--- config.mk ---
export PLATFORM = sky130hd
export DESIGN_NAME = fts_flash_timer
export DESIGN_NICKNAME = d
export VERILOG_FILES = /design/src/fts_pkg.sv /design/src/fts_flash_timer.sv
export SDC_FILE = /design/constraint.sdc
export NUM_CORES = 1
export LEC_CHECK = 0
export BUFFER_PORTS_ARGS = -buffer_cell sky130_fd_sc_hd__buf_4
export CORE_AREA = 5 5 104 106
export CTS_CLUSTER_DIAMETER = 30
export DETAILED_ROUTE_END_ITERATION = 8
export DIE_AREA = 0 0 109 111
export GPL_ROUTABILITY_DRIVEN = 0
export PLACE_DENSITY = 0.67
export SYNTH_ARGS = -nofsm -noshare
export SYNTH_HDL_FRONTEND = slang
export SYNTH_SLANG_ARGS = --single-unit
--- constraint.sdc ---
create_clock -name core_clk -period 2.38 [get_ports core_clk]
set_input_delay 0.714 -clock core_clk [delete_from_list [all_inputs] [get_ports core_clk]]
set_output_delay 0.714 -clock core_clk [all_outputs]
set_load 0.02 [all_outputs]
--- src/fts_pkg.sv ---
package fts_pkg;
  // register map (byte addresses, one word per register)
  localparam logic [7:0] MAXCUR_ADDR    = 8'h08; // register 02h, word index 2
  localparam logic [7:0] GPIOCTL_ADDR   = 8'h18; // register 06h, word index 6
  localparam logic [7:0] RGBCTL_ADDR    = 8'h40;
  localparam logic [7:0] SAFETY_ADDR    = 8'h44;
  localparam logic [7:0] STATUS_ADDR    = 8'h48;
  // max current fields
  localparam int RED_CUR_LSB   = 4;
  localparam int GREEN_CUR_LSB = 2;
  localparam int BLUE_CUR_LSB  = 0;
  localparam logic [1:0] CUR_FULL = 2'h3;
  localparam logic [5:0] MAXCUR_RST = 6'h00;
  // gpio control fields
  localparam int TRIG_PIN_EN_BIT = 4;
  localparam int PIN0_DIR_BIT    = 0;
  // rgb control fields
  localparam int DRV_EN_BIT    = 0;
  localparam int DIM_SEL_BIT   = 1;
  localparam int FLASH_EN_BIT  = 2;
  localparam int SWITCH_LSB    = 4;  // [6:4] = red,green,blue switch
  localparam int TRIG_SEL_LSB  = 8;  // [10:8] = red,green,blue trigger select
  // status fields
  localparam int TRIPPED_BIT   = 0;
  localparam int FLASH_ARM_BIT = 1;
  localparam int PULSE_BIT     = 2;
  // timing
  localparam int  CLK_HZ        = 25_000_000;
  localparam int  SAFETY_MS     = 1000;
  localparam int  SAFETY_CYCLES = CLK_HZ / 1000 * SAFETY_MS;
  localparam int  CNT_W         = 25;
endpackage

--- src/fts_flash_timer.sv ---
`timescale 1ns/10ps
// Function
// - in flash mode, pulse starts on trigger rise, ends on trigger fall
// - during pulse, trigger-selected outputs sink full current unless shut off by a trip on a safety-enabled channel
// - after pulse, flash-selected outputs switch off, not back to pre-flash
// - new flash needs flash enable written low then high again
// - pre-flash level follows current fields and channel switch bits
// - three per-channel safety enables; only enabled channels shut off
// - flash enable picks watchdog or pulse-length safety mode
// - flash mode off: counter runs when any safety enable is set
// - flash mode off, no trip: access to max-current register clears counter
// - at one second, safety-enabled outputs off and tripped flag set
// - flash mode on: counter counts only while trigger high
// - after trip, clearing a channel's safety enable restores it
// - after trip, only all safety enables zero clears the counter
// - max current register holds three 2-bit quarter-step fields
// - trigger pin enable forces pin 0 as input, overriding direction
module fts_flash_timer
  import fts_pkg::*;
#(
  parameter int SAFETY_COUNT = SAFETY_CYCLES
) (
  input  wire logic        core_clk,
  input  wire logic        rstn,
  input  wire logic        wb_cyc_i,
  input  wire logic        wb_stb_i,
  input  wire logic        wb_we_i,
  input  wire logic [7:0]  wb_adr_i,
  input  wire logic [3:0]  wb_sel_i,
  input  wire logic [31:0] wb_dat_i,
  output logic      [31:0] wb_dat_o,
  output logic             wb_ack_o,
  input  wire logic        pin0_i,
  output logic             pin0_o,
  output logic             pin0_oe_n,
  output logic [1:0]       red_sink_output,
  output logic [1:0]       green_sink_output,
  output logic [1:0]       blue_sink_output,
  output logic [2:0]       sink_on
);

  logic [5:0]       maxcur_r;
  logic [4:0]       gpioctl_r;
  logic [10:0]      rgbctl_r;
  logic [2:0]       safety_en_r;
  logic [2:0]       pin0_data_r;
  logic             trig_s1_r;
  logic             trig_s2_r;
  logic             pulse_r;
  logic             armed_r;
  logic             flash_en_d_r;
  logic [2:0]       flashed_off_r;
  logic [CNT_W-1:0] cnt_r;
  logic [CNT_W-1:0] cnt_nxt;
  logic             tripped_r;
  logic [2:0]       shut_r;
  logic             ack_r;
  logic [31:0]      rdata_r;

  // bus decode
  wire        req        = wb_cyc_i & wb_stb_i & ~ack_r;
  wire        wr         = req & wb_we_i & wb_sel_i[0];
  wire        wr_hi      = req & wb_we_i & wb_sel_i[1];
  wire        sel_maxcur = wb_adr_i == MAXCUR_ADDR;
  wire        sel_gpio   = wb_adr_i == GPIOCTL_ADDR;
  wire        sel_rgb    = wb_adr_i == RGBCTL_ADDR;
  wire        sel_safe   = wb_adr_i == SAFETY_ADDR;
  wire        sel_stat   = wb_adr_i == STATUS_ADDR;

  wire        flash_en       = rgbctl_r[FLASH_EN_BIT];
  wire        drv_en         = rgbctl_r[DRV_EN_BIT];
  wire [2:0]  channel_switch_bits = rgbctl_r[SWITCH_LSB +: 3];
  wire [2:0]  trig_sel       = rgbctl_r[TRIG_SEL_LSB +: 3];
  wire        trig_pin_en    = gpioctl_r[TRIG_PIN_EN_BIT];
  wire        trig_lvl       = trig_pin_en & trig_s2_r;
  wire        any_safety     = |safety_en_r;
  wire        cnt_done       = cnt_r >= CNT_W'(SAFETY_COUNT);
  wire        rgb_wr         = wr & sel_rgb;
  wire        flash_en_wr    = wb_dat_i[FLASH_EN_BIT];

  wire        pulse_start = flash_en & armed_r & trig_lvl & ~pulse_r;
  wire        pulse_end   = pulse_r & ~trig_lvl;

  wire        run_wd    = ~flash_en & any_safety;
  wire        run_flash = flash_en & any_safety & trig_lvl;
  wire        touch     = req & sel_maxcur & ~flash_en & ~tripped_r;

  always_comb begin
    cnt_nxt = cnt_r;
    if (!any_safety && tripped_r) begin
      cnt_nxt = '0;
    end else if (touch) begin
      cnt_nxt = '0;
    end else if ((run_wd || run_flash) && !cnt_done) begin
      cnt_nxt = cnt_r + CNT_W'(1);
    end else if (!any_safety) begin
      cnt_nxt = '0;
    end
  end

  // per-channel levels: index 2 red, 1 green, 0 blue
  // quarter-step fields
  wire [1:0] lvl_r = maxcur_r[RED_CUR_LSB +: 2];
  wire [1:0] lvl_g = maxcur_r[GREEN_CUR_LSB +: 2];
  wire [1:0] lvl_b = maxcur_r[BLUE_CUR_LSB +: 2];
  logic [2:0] on_nxt;
  logic [1:0] lv_nxt [3];

  always_comb begin
    for (int i = 0; i < 3; i++) begin
      on_nxt[i] = drv_en & channel_switch_bits[i] & ~flashed_off_r[i];
      lv_nxt[i] = (i == 2) ? lvl_r : (i == 1) ? lvl_g : lvl_b;
      if (pulse_r && trig_sel[i]) begin
        on_nxt[i] = 1'b1;
        lv_nxt[i] = CUR_FULL;
      end
      if (shut_r[i] && safety_en_r[i]) begin
        on_nxt[i] = 1'b0;
      end
    end
  end

  always_ff @(posedge core_clk or negedge rstn) begin
    if (!rstn) begin
      maxcur_r    <= MAXCUR_RST;
      gpioctl_r   <= '0;
      rgbctl_r    <= '0;
      safety_en_r <= '0;
      pin0_data_r <= '0;
    end else begin
      if (wr && sel_maxcur) maxcur_r <= wb_dat_i[5:0];
      if (wr && sel_gpio) gpioctl_r <= wb_dat_i[4:0];
      if (wr && sel_rgb) rgbctl_r[7:0] <= wb_dat_i[7:0];
      if (wr_hi && sel_rgb) rgbctl_r[10:8] <= wb_dat_i[10:8];
      if (wr && sel_safe) safety_en_r <= wb_dat_i[2:0];
      if (wr && sel_safe) pin0_data_r <= wb_dat_i[10:8];
    end
  end

  always_ff @(posedge core_clk or negedge rstn) begin
    if (!rstn) begin
      trig_s1_r <= 1'b0;
      trig_s2_r <= 1'b0;
    end else begin
      trig_s1_r <= pin0_i;
      trig_s2_r <= trig_s1_r;
    end
  end

  always_ff @(posedge core_clk or negedge rstn) begin
    if (!rstn) begin
      pulse_r       <= 1'b0;
      armed_r       <= 1'b0;
      flash_en_d_r  <= 1'b0;
      flashed_off_r <= '0;
    end else begin
      flash_en_d_r <= flash_en;
      if (flash_en && !flash_en_d_r) armed_r <= 1'b1;
      else if (pulse_start) armed_r <= 1'b0;
      if (pulse_start) pulse_r <= 1'b1;
      else if (pulse_end || !flash_en) pulse_r <= 1'b0;
      if (pulse_end) flashed_off_r <= flashed_off_r | trig_sel;
      else if (rgb_wr && !flash_en_wr) flashed_off_r <= '0;
    end
  end

  always_ff @(posedge core_clk or negedge rstn) begin
    if (!rstn) begin
      cnt_r     <= '0;
      tripped_r <= 1'b0;
      shut_r    <= '0;
    end else begin
      cnt_r <= cnt_nxt;
      // reloaded each cycle while saturated; restore goes through the enable mask
      // trip at one second
      if (cnt_done && any_safety) begin
        tripped_r <= 1'b1;
        shut_r    <= 3'h7;
      end else if (!any_safety) begin
        tripped_r <= 1'b0;
        shut_r    <= '0;
      end else begin
        shut_r <= shut_r & safety_en_r;
      end
    end
  end

  wire [31:0] rd_mux =
      sel_maxcur ? {26'h0, maxcur_r} :
      sel_gpio   ? {27'h0, gpioctl_r} :
      sel_rgb    ? {21'h0, rgbctl_r} :
      sel_safe   ? {21'h0, pin0_data_r, 5'h0, safety_en_r} :
      sel_stat   ? {29'h0, pulse_r, armed_r, tripped_r} : 32'h0;

  always_ff @(posedge core_clk or negedge rstn) begin
    if (!rstn) begin
      ack_r             <= 1'b0;
      rdata_r           <= '0;
      sink_on           <= '0;
      red_sink_output   <= '0;
      green_sink_output <= '0;
      blue_sink_output  <= '0;
      pin0_o            <= 1'b0;
      pin0_oe_n         <= 1'b1;
    end else begin
      ack_r             <= req;
      rdata_r           <= rd_mux;
      sink_on           <= on_nxt;
      red_sink_output   <= lv_nxt[2];
      green_sink_output <= lv_nxt[1];
      blue_sink_output  <= lv_nxt[0];
      pin0_o            <= pin0_data_r[0];
      pin0_oe_n         <= trig_pin_en | ~gpioctl_r[PIN0_DIR_BIT];
    end
  end

  assign wb_ack_o = ack_r;
  assign wb_dat_o = rdata_r;

  trip_flag_a: assert property (@(posedge core_clk) disable iff (!rstn)
    (cnt_done && any_safety) |=> tripped_r) else $error("trip flag not set");

  trip_hold_a: assert property (@(posedge core_clk) disable iff (!rstn)
    (tripped_r && any_safety) |=> cnt_r == $past(cnt_r)) else $error("counter moved after trip");

  flash_full_a: assert property (@(posedge core_clk) disable iff (!rstn)
    (pulse_r && trig_sel[2] && !(shut_r[2] && safety_en_r[2])) |=>
    sink_on[2] && red_sink_output == CUR_FULL) else $error("flash not full");

  no_rearm_a: assert property (@(posedge core_clk) disable iff (!rstn)
    pulse_end |=> !armed_r) else $error("armed after pulse");

  pulse_rise_a: assert property (@(posedge core_clk) disable iff (!rstn)
    (flash_en && armed_r && trig_lvl && !pulse_r) |=> pulse_r)
    else $error("flash pulse did not start");

  pulse_stop_a: assert property (@(posedge core_clk) disable iff (!rstn)
    (pulse_r && !trig_lvl) |=> !pulse_r)
    else $error("flash pulse did not end");

  flash_off_a: assert property (@(posedge core_clk) disable iff (!rstn)
    (pulse_end && trig_sel[0]) |-> ##2 !sink_on[0])
    else $error("flash output not off after pulse");

  preflash_lvl_a: assert property (@(posedge core_clk) disable iff (!rstn)
    !pulse_r |=> green_sink_output == $past(maxcur_r[GREEN_CUR_LSB +: 2]))
    else $error("pre-flash level not from field");

  wd_count_a: assert property (@(posedge core_clk) disable iff (!rstn)
    (!flash_en && any_safety && !touch && !cnt_done) |=> cnt_r == $past(cnt_r) + CNT_W'(1))
    else $error("watchdog counter stalled");

  touch_clear_a: assert property (@(posedge core_clk) disable iff (!rstn)
    touch |=> cnt_r == '0)
    else $error("register touch did not clear counter");

  flash_hold_a: assert property (@(posedge core_clk) disable iff (!rstn)
    (flash_en && !trig_lvl && any_safety) |=> $stable(cnt_r))
    else $error("counter moved with trigger low");

  shut_off_a: assert property (@(posedge core_clk) disable iff (!rstn)
    (tripped_r && safety_en_r[2]) |=> !sink_on[2])
    else $error("protected output still on after trip");

  chan_restore_a: assert property (@(posedge core_clk) disable iff (!rstn)
    (tripped_r && !safety_en_r[0] && drv_en && channel_switch_bits[0] &&
     !flashed_off_r[0]) |=> sink_on[0])
    else $error("unprotected channel not restored");

  all_clear_a: assert property (@(posedge core_clk) disable iff (!rstn)
    (tripped_r && !any_safety) |=> (cnt_r == '0 && !tripped_r))
    else $error("all-clear did not reset counter and flag");

  trig_input_a: assert property (@(posedge core_clk) disable iff (!rstn)
    trig_pin_en |=> pin0_oe_n)
    else $error("pin driven while trigger enabled");
endmodule

# ---- Word level (Yosys, flattened, before mapping)
# Index checks and enable logic that the tools add are counted.
# Widths: inputs -> output; s select.
dict set report word_totals {
  inputBits 50
  memories 0
  romBits 0
  mem_bits_rw 0
  latch_bits 0
  regBits 88
}
dict set report op_classes {
  muxes 28
  bitwise 35
  n_shift 0
  reduce_logical 27
  magnitude_cmp 1
  n_div 0
  n_addsub 1
  eq_ne 7
  n_mul 0
}
# operator count
set ops {}
lappend ops {{$mux 25} 4}
lappend ops {{$mux 11} 4}
lappend ops {{$add 25x1->25 const B} 1}
lappend ops {{$ge 25x25->1 const B} 1}
lappend ops {{$eq 8x7->1 const B} 3}
lappend ops {{$and 1x1->1} 23}
lappend ops {{$logic_and 1x1->1} 16}
lappend ops {{$mux 3} 5}
lappend ops {{$mux 1} 12}
lappend ops {{$not 1->1} 9}
lappend ops {{$eq 8x4->1 const B} 1}
lappend ops {{$eq 8x5->1 const B} 1}
lappend ops {{$mux 2} 3}
lappend ops {{$reduce_bool 2->1} 3}
lappend ops {{$logic_not 1->1} 5}
lappend ops {{$ne 4x1->1 const B} 1}
lappend ops {{$and 3x3->3} 1}
lappend ops {{$or 3x3->3} 1}
lappend ops {{$reduce_or 3->1} 1}
lappend ops {{$logic_or 1x1->1} 2}
lappend ops {{$ne 2x1->1 const B} 1}
lappend ops {{$or 1x1->1} 1}

# ---- Logic depth before layout (Yosys ltp)
dict set report depth {
  depth_word 8
  mapped_depth 7
  mapped_depth_nobuf 6
}

# ---- Worst setup path before layout
# Ideal clock, no wire load.
dict set report synth_timing {
  kind {input to register}
  startpoint {input port wb_adr_i[5]}
  endpoint {register maxcur_r[0]}
  path_slack_ns -0.147
  path_stages 6
  arrival_time_ns 2.402
  path_buffers 2
  required_time_ns 2.255
  cell_sequence {or4_1 -> buf_2 -> nor4_4 -> and2_0 -> buf_2 -> mux2_2}
}
dict set report synth_via {
  elab_chain_len 2
}
# element line
set synth_lines {}
lappend synth_lines {{start: declaration} fts_flash_timer.sv:28} ;# input wire logic [7:0] wb_adr_i,
lappend synth_lines {{$eq 8x4->1} fts_flash_timer.sv:64} ;# wire sel_maxcur = wb_adr_i == MAXCUR_ADDR;
lappend synth_lines {{$logic_and 1x1->1} fts_flash_timer.sv:131} ;# if (wr && sel_maxcur) maxcur_r <= wb_dat_i[5:0];
lappend synth_lines {{end signal: assignment} fts_flash_timer.sv:131}
lappend synth_lines {{end: declaration} fts_flash_timer.sv:42} ;# logic [5:0] maxcur_r;
# No other way between the ends.
# A chain may end at the register's enable or synchronous reset.

# ---- Final worst setup path
dict set report layout_timing {
  startpoint {register cnt_r[4]}
  endpoint {register cnt_r[19]}
}
dict set report layout_via {
  elab_chain_len 6
  word_cells_on_any_way 8
  classes_between {1 x add/sub; 1 x order compare; 1 x eq/ne; 3 x mux; 2 x reduce/logical}
}
# element line
set layout_lines {}
lappend layout_lines {{start: declaration} fts_flash_timer.sv:53} ;# logic [CNT_W-1:0] cnt_r;
lappend layout_lines {{start signal: assignment} fts_flash_timer.sv:173} ;# cnt_r <= cnt_nxt;
lappend layout_lines {{$ge 25x25->1} fts_flash_timer.sv:77} ;# wire cnt_done = cnt_r >= CNT_W'(SAFETY_COUNT);
lappend layout_lines {{$logic_not 1->1} fts_flash_timer.sv:94} ;# end else if ((run_wd || run_flash) && !cnt_done) begin
lappend layout_lines {{$logic_and 1x1->1} fts_flash_timer.sv:94}
lappend layout_lines {{$mux 25} fts_flash_timer.sv:94}
lappend layout_lines {{$mux 25} fts_flash_timer.sv:92} ;# end else if (touch) begin
lappend layout_lines {{$mux 25} fts_flash_timer.sv:90} ;# if (!any_safety && tripped_r) begin
# Parallel ways exist; a longest one is shown, timed or not.

==> flow_summary.toml <==
[drt]
drt_pass1_iterations = 4
vias_per_cell = 5.37
drt_iter0_drc = 151
drc = 0
num_vias = 3113
wl_per_cell_um = 16.4
wl_um = 9500
ant_nets = 0

[global_route]
met1_usage_pct = 21.9
grtUsageTotal_pct = 16.5
grt_pass1_vias = 3133
grt_first_pass_wirelength_um = 15900
grt_start_max_net_pins = 46
met3_usage_pct = 2.91
busiest_layer = "met2"
grt_overflow = 0
grt_util_met2_pct = 27.4
antenna_found_initial = 0

[sta]
fmax_mhz = 460
worst_hold_slack_ns = 0.257
finalSetupViolations = 0
finalCriticalPeriod_ns = 2.17
final.setup_skew_ns = 0.0155
finalMaxSlewViolations = 0
fin_crit_sh_pct = 91.4
worstMarginPinSlew_ns = 0.660
setup_tns_ns = 0
rsz0062_at_grt = "false"
max-slew-margin-rel_pct = 55.5
hold_viol_final = 0

[run]
max_cap_viol_count = 0

[setup_path]
crit_slowest_cell = "or4_4"
crit_arrival_ns = 2.45
path_depth = 5
crit_type = "flop to flop"
crit_buf_inv = 0
slowest_delay_ns = 0.55
startpoint_type = "flop"
path_cells = "and4_1 > nand3_1 > or4_4 > or4_1 > a21oi_1"
cp_data_required_time_ns = 2.66
path_delay_family = "simple AND/OR/NAND/NOR gates"
path_max_fanout = 6
cp-end-kind = "flop"
rr_worst_depth = 5

[synth]
postSynth.asyncResetShare_pct = 100
ys.flop_type = "dfrtp_1"
synth_sequential_area_ratio_pct = 52.9
synth_edf_count = 0
syn_avg_cell_area_um2 = 11.0
ys_seq_elements = 88
ys_types = 44
synthCells = 380
mappedNetlistArea_um2 = 4170
yosys_warnings = 0

[min_path]
min-delay-path-class = "input pin to async pin"

[finish]
layout_common_cells = "dfrtp_1 (87), buf_4 (64), nand2_1 (34)"
final_area_um2 = 4980
layout_commonest_cell = "dfrtp_1"
syn_to_final_growth_pct = 19.5
fill_cells = 862
regArea_um2 = 2200
diodes = 0
multi_input_area_um2 = 1810
nets = 494
drive_gt1_share_pct = 27.7

[die]
die_h_um = 111
core_um2 = 9680
io_pins = 94
fp.dieW_um = 109
rows = 36
initial_utilization_pct = 43.0
dieArea_um2 = 12100

[clocking]
cts_tree = "done"
cts_root_buf = "clkbuf_8"
cts_buffer_depth = 2
cts_buffers = 9
holdBufCountCts = 0
cts.repair.resized = 0
cts_setup_buffers = 0
htreeDepth = 3
numClockSinks = 88
clock_latency_ns = 0.37
clk_pin_slew_ns = 0.10

[placed_design]
io_buffer_count = 49
dp_hpwl_um = 6810
place_area_um2 = 4740

[pwr]
leakage_nw = 2.29
power.density_nw_per_um2 = 578
power.total_w = 0.00288
peakVddDrop_mv = 0.354

[run_status]
run_status = "completed"
-- worst paths after layout --
| check | slack, ns | to | start |
|---|---|---|---|
| worst max-delay path | 0.21 | cnt_r[19]$_DFFE_PN0P_ | cnt_r[4]$_DFFE_PN0P_ |
| worst min-delay path | 0.26 | maxcur_r[5]$_DFFE_PN0P_ | rstn |
| worst max register to register | 0.21 | cnt_r[19]$_DFFE_PN0P_ | cnt_r[4]$_DFFE_PN0P_ |
| worst min register to register | 0.35 | trig_s2_r$_DFF_PN0_ | trig_s1_r$_DFF_PN0_ |
| max in group asynchronous | 1.53 | cnt_r[8]$_DFFE_PN0P_ | rstn |
| min in group core_clk | 0.35 | trig_s2_r$_DFF_PN0_ | trig_s1_r$_DFF_PN0_ |
-- cell type report --
class                           count  share of cell area [%]
Clock buffer                       10                    2.77
Clock inverter                      6                    1.96
Inverter                           10                   0.754
Multi-Input combinational cell    267                    36.4
Sequential cell                    88                    44.3
Tap cell                          133                    3.34
Timing Repair Buffer               66                    10.5
-- sequential cells by signal, summed over array words and instances, names as in the netlist, 2 cells and up --
signal and count:
blue_sink_output 2, cnt_r 25, flashed_off_r 3, gpioctl_r 5
green_sink_output 2, maxcur_r 6, pin0_data_r 3, red_sink_output 2
rgbctl_r 11, safety_en_r 3, shut_r 3, sink_on 3
wb_dat_o 11
-- per-layer routing --
metal / vias up / share of wire (%)
li1: 1465 / -
met1: 1561 / 43
met2: 78 / 51
met3: 9 / 5.4
met4: 0 / 1.1
met5: - / 0
-- cells in the mapped netlist, types with 4 or more instances --
master	number	area (µm²)
nand3_1	10	50.1
o31ai_1	18	135
nand2_1	34	128
clkbuf_1	6	22.5
nor3_1	4	20.0
buf_2	8	40.0
a21oi_1	28	140
and2_1	9	56.3
buf_4	21	158
o21ai_0	14	70.1
inv_1	10	37.5
nand2b_1	12	75.1
mux2i_1	8	80.1
or3_1	5	31.3
nor2_1	12	45.0
nand4_1	9	56.3
or4_1	18	135
mux2_2	28	315
dfrtp_1	87	2180
-- through the flow --
stage	util, %	std cells	worst slack [ns]
detailed placement	49.0	564	-0.161
global route	51.4	580	0.0881
floorplan	-	400	-0.101
finish	51.4	580	0.205
global placement	49.0	564	-0.150
CTS	51.4	580	0.225
-- logic make-up after synthesis --
| group | after synthesis | synth area share [%] |
|---|---|---|
| fa+ha+maj | 2 | 0.601 |
| other cells | 1 | 0.0900 |
| flops | 88 | 52.9 |
| mux | 36 | 9.49 |
| buf+inv | 45 | 6.19 |
| compound gates | 72 | 10.7 |
| simple gates | 136 | 20.0 |
-- power by group --
group	total (W)	internal, W	switching (W)
Sequential	0.00151	0.00150	0.00000644
Combinational	0.000150	0.0000506	0.0000993
Clock	0.00122	0.000637	0.000580
(Power assumes the default switching activity.)
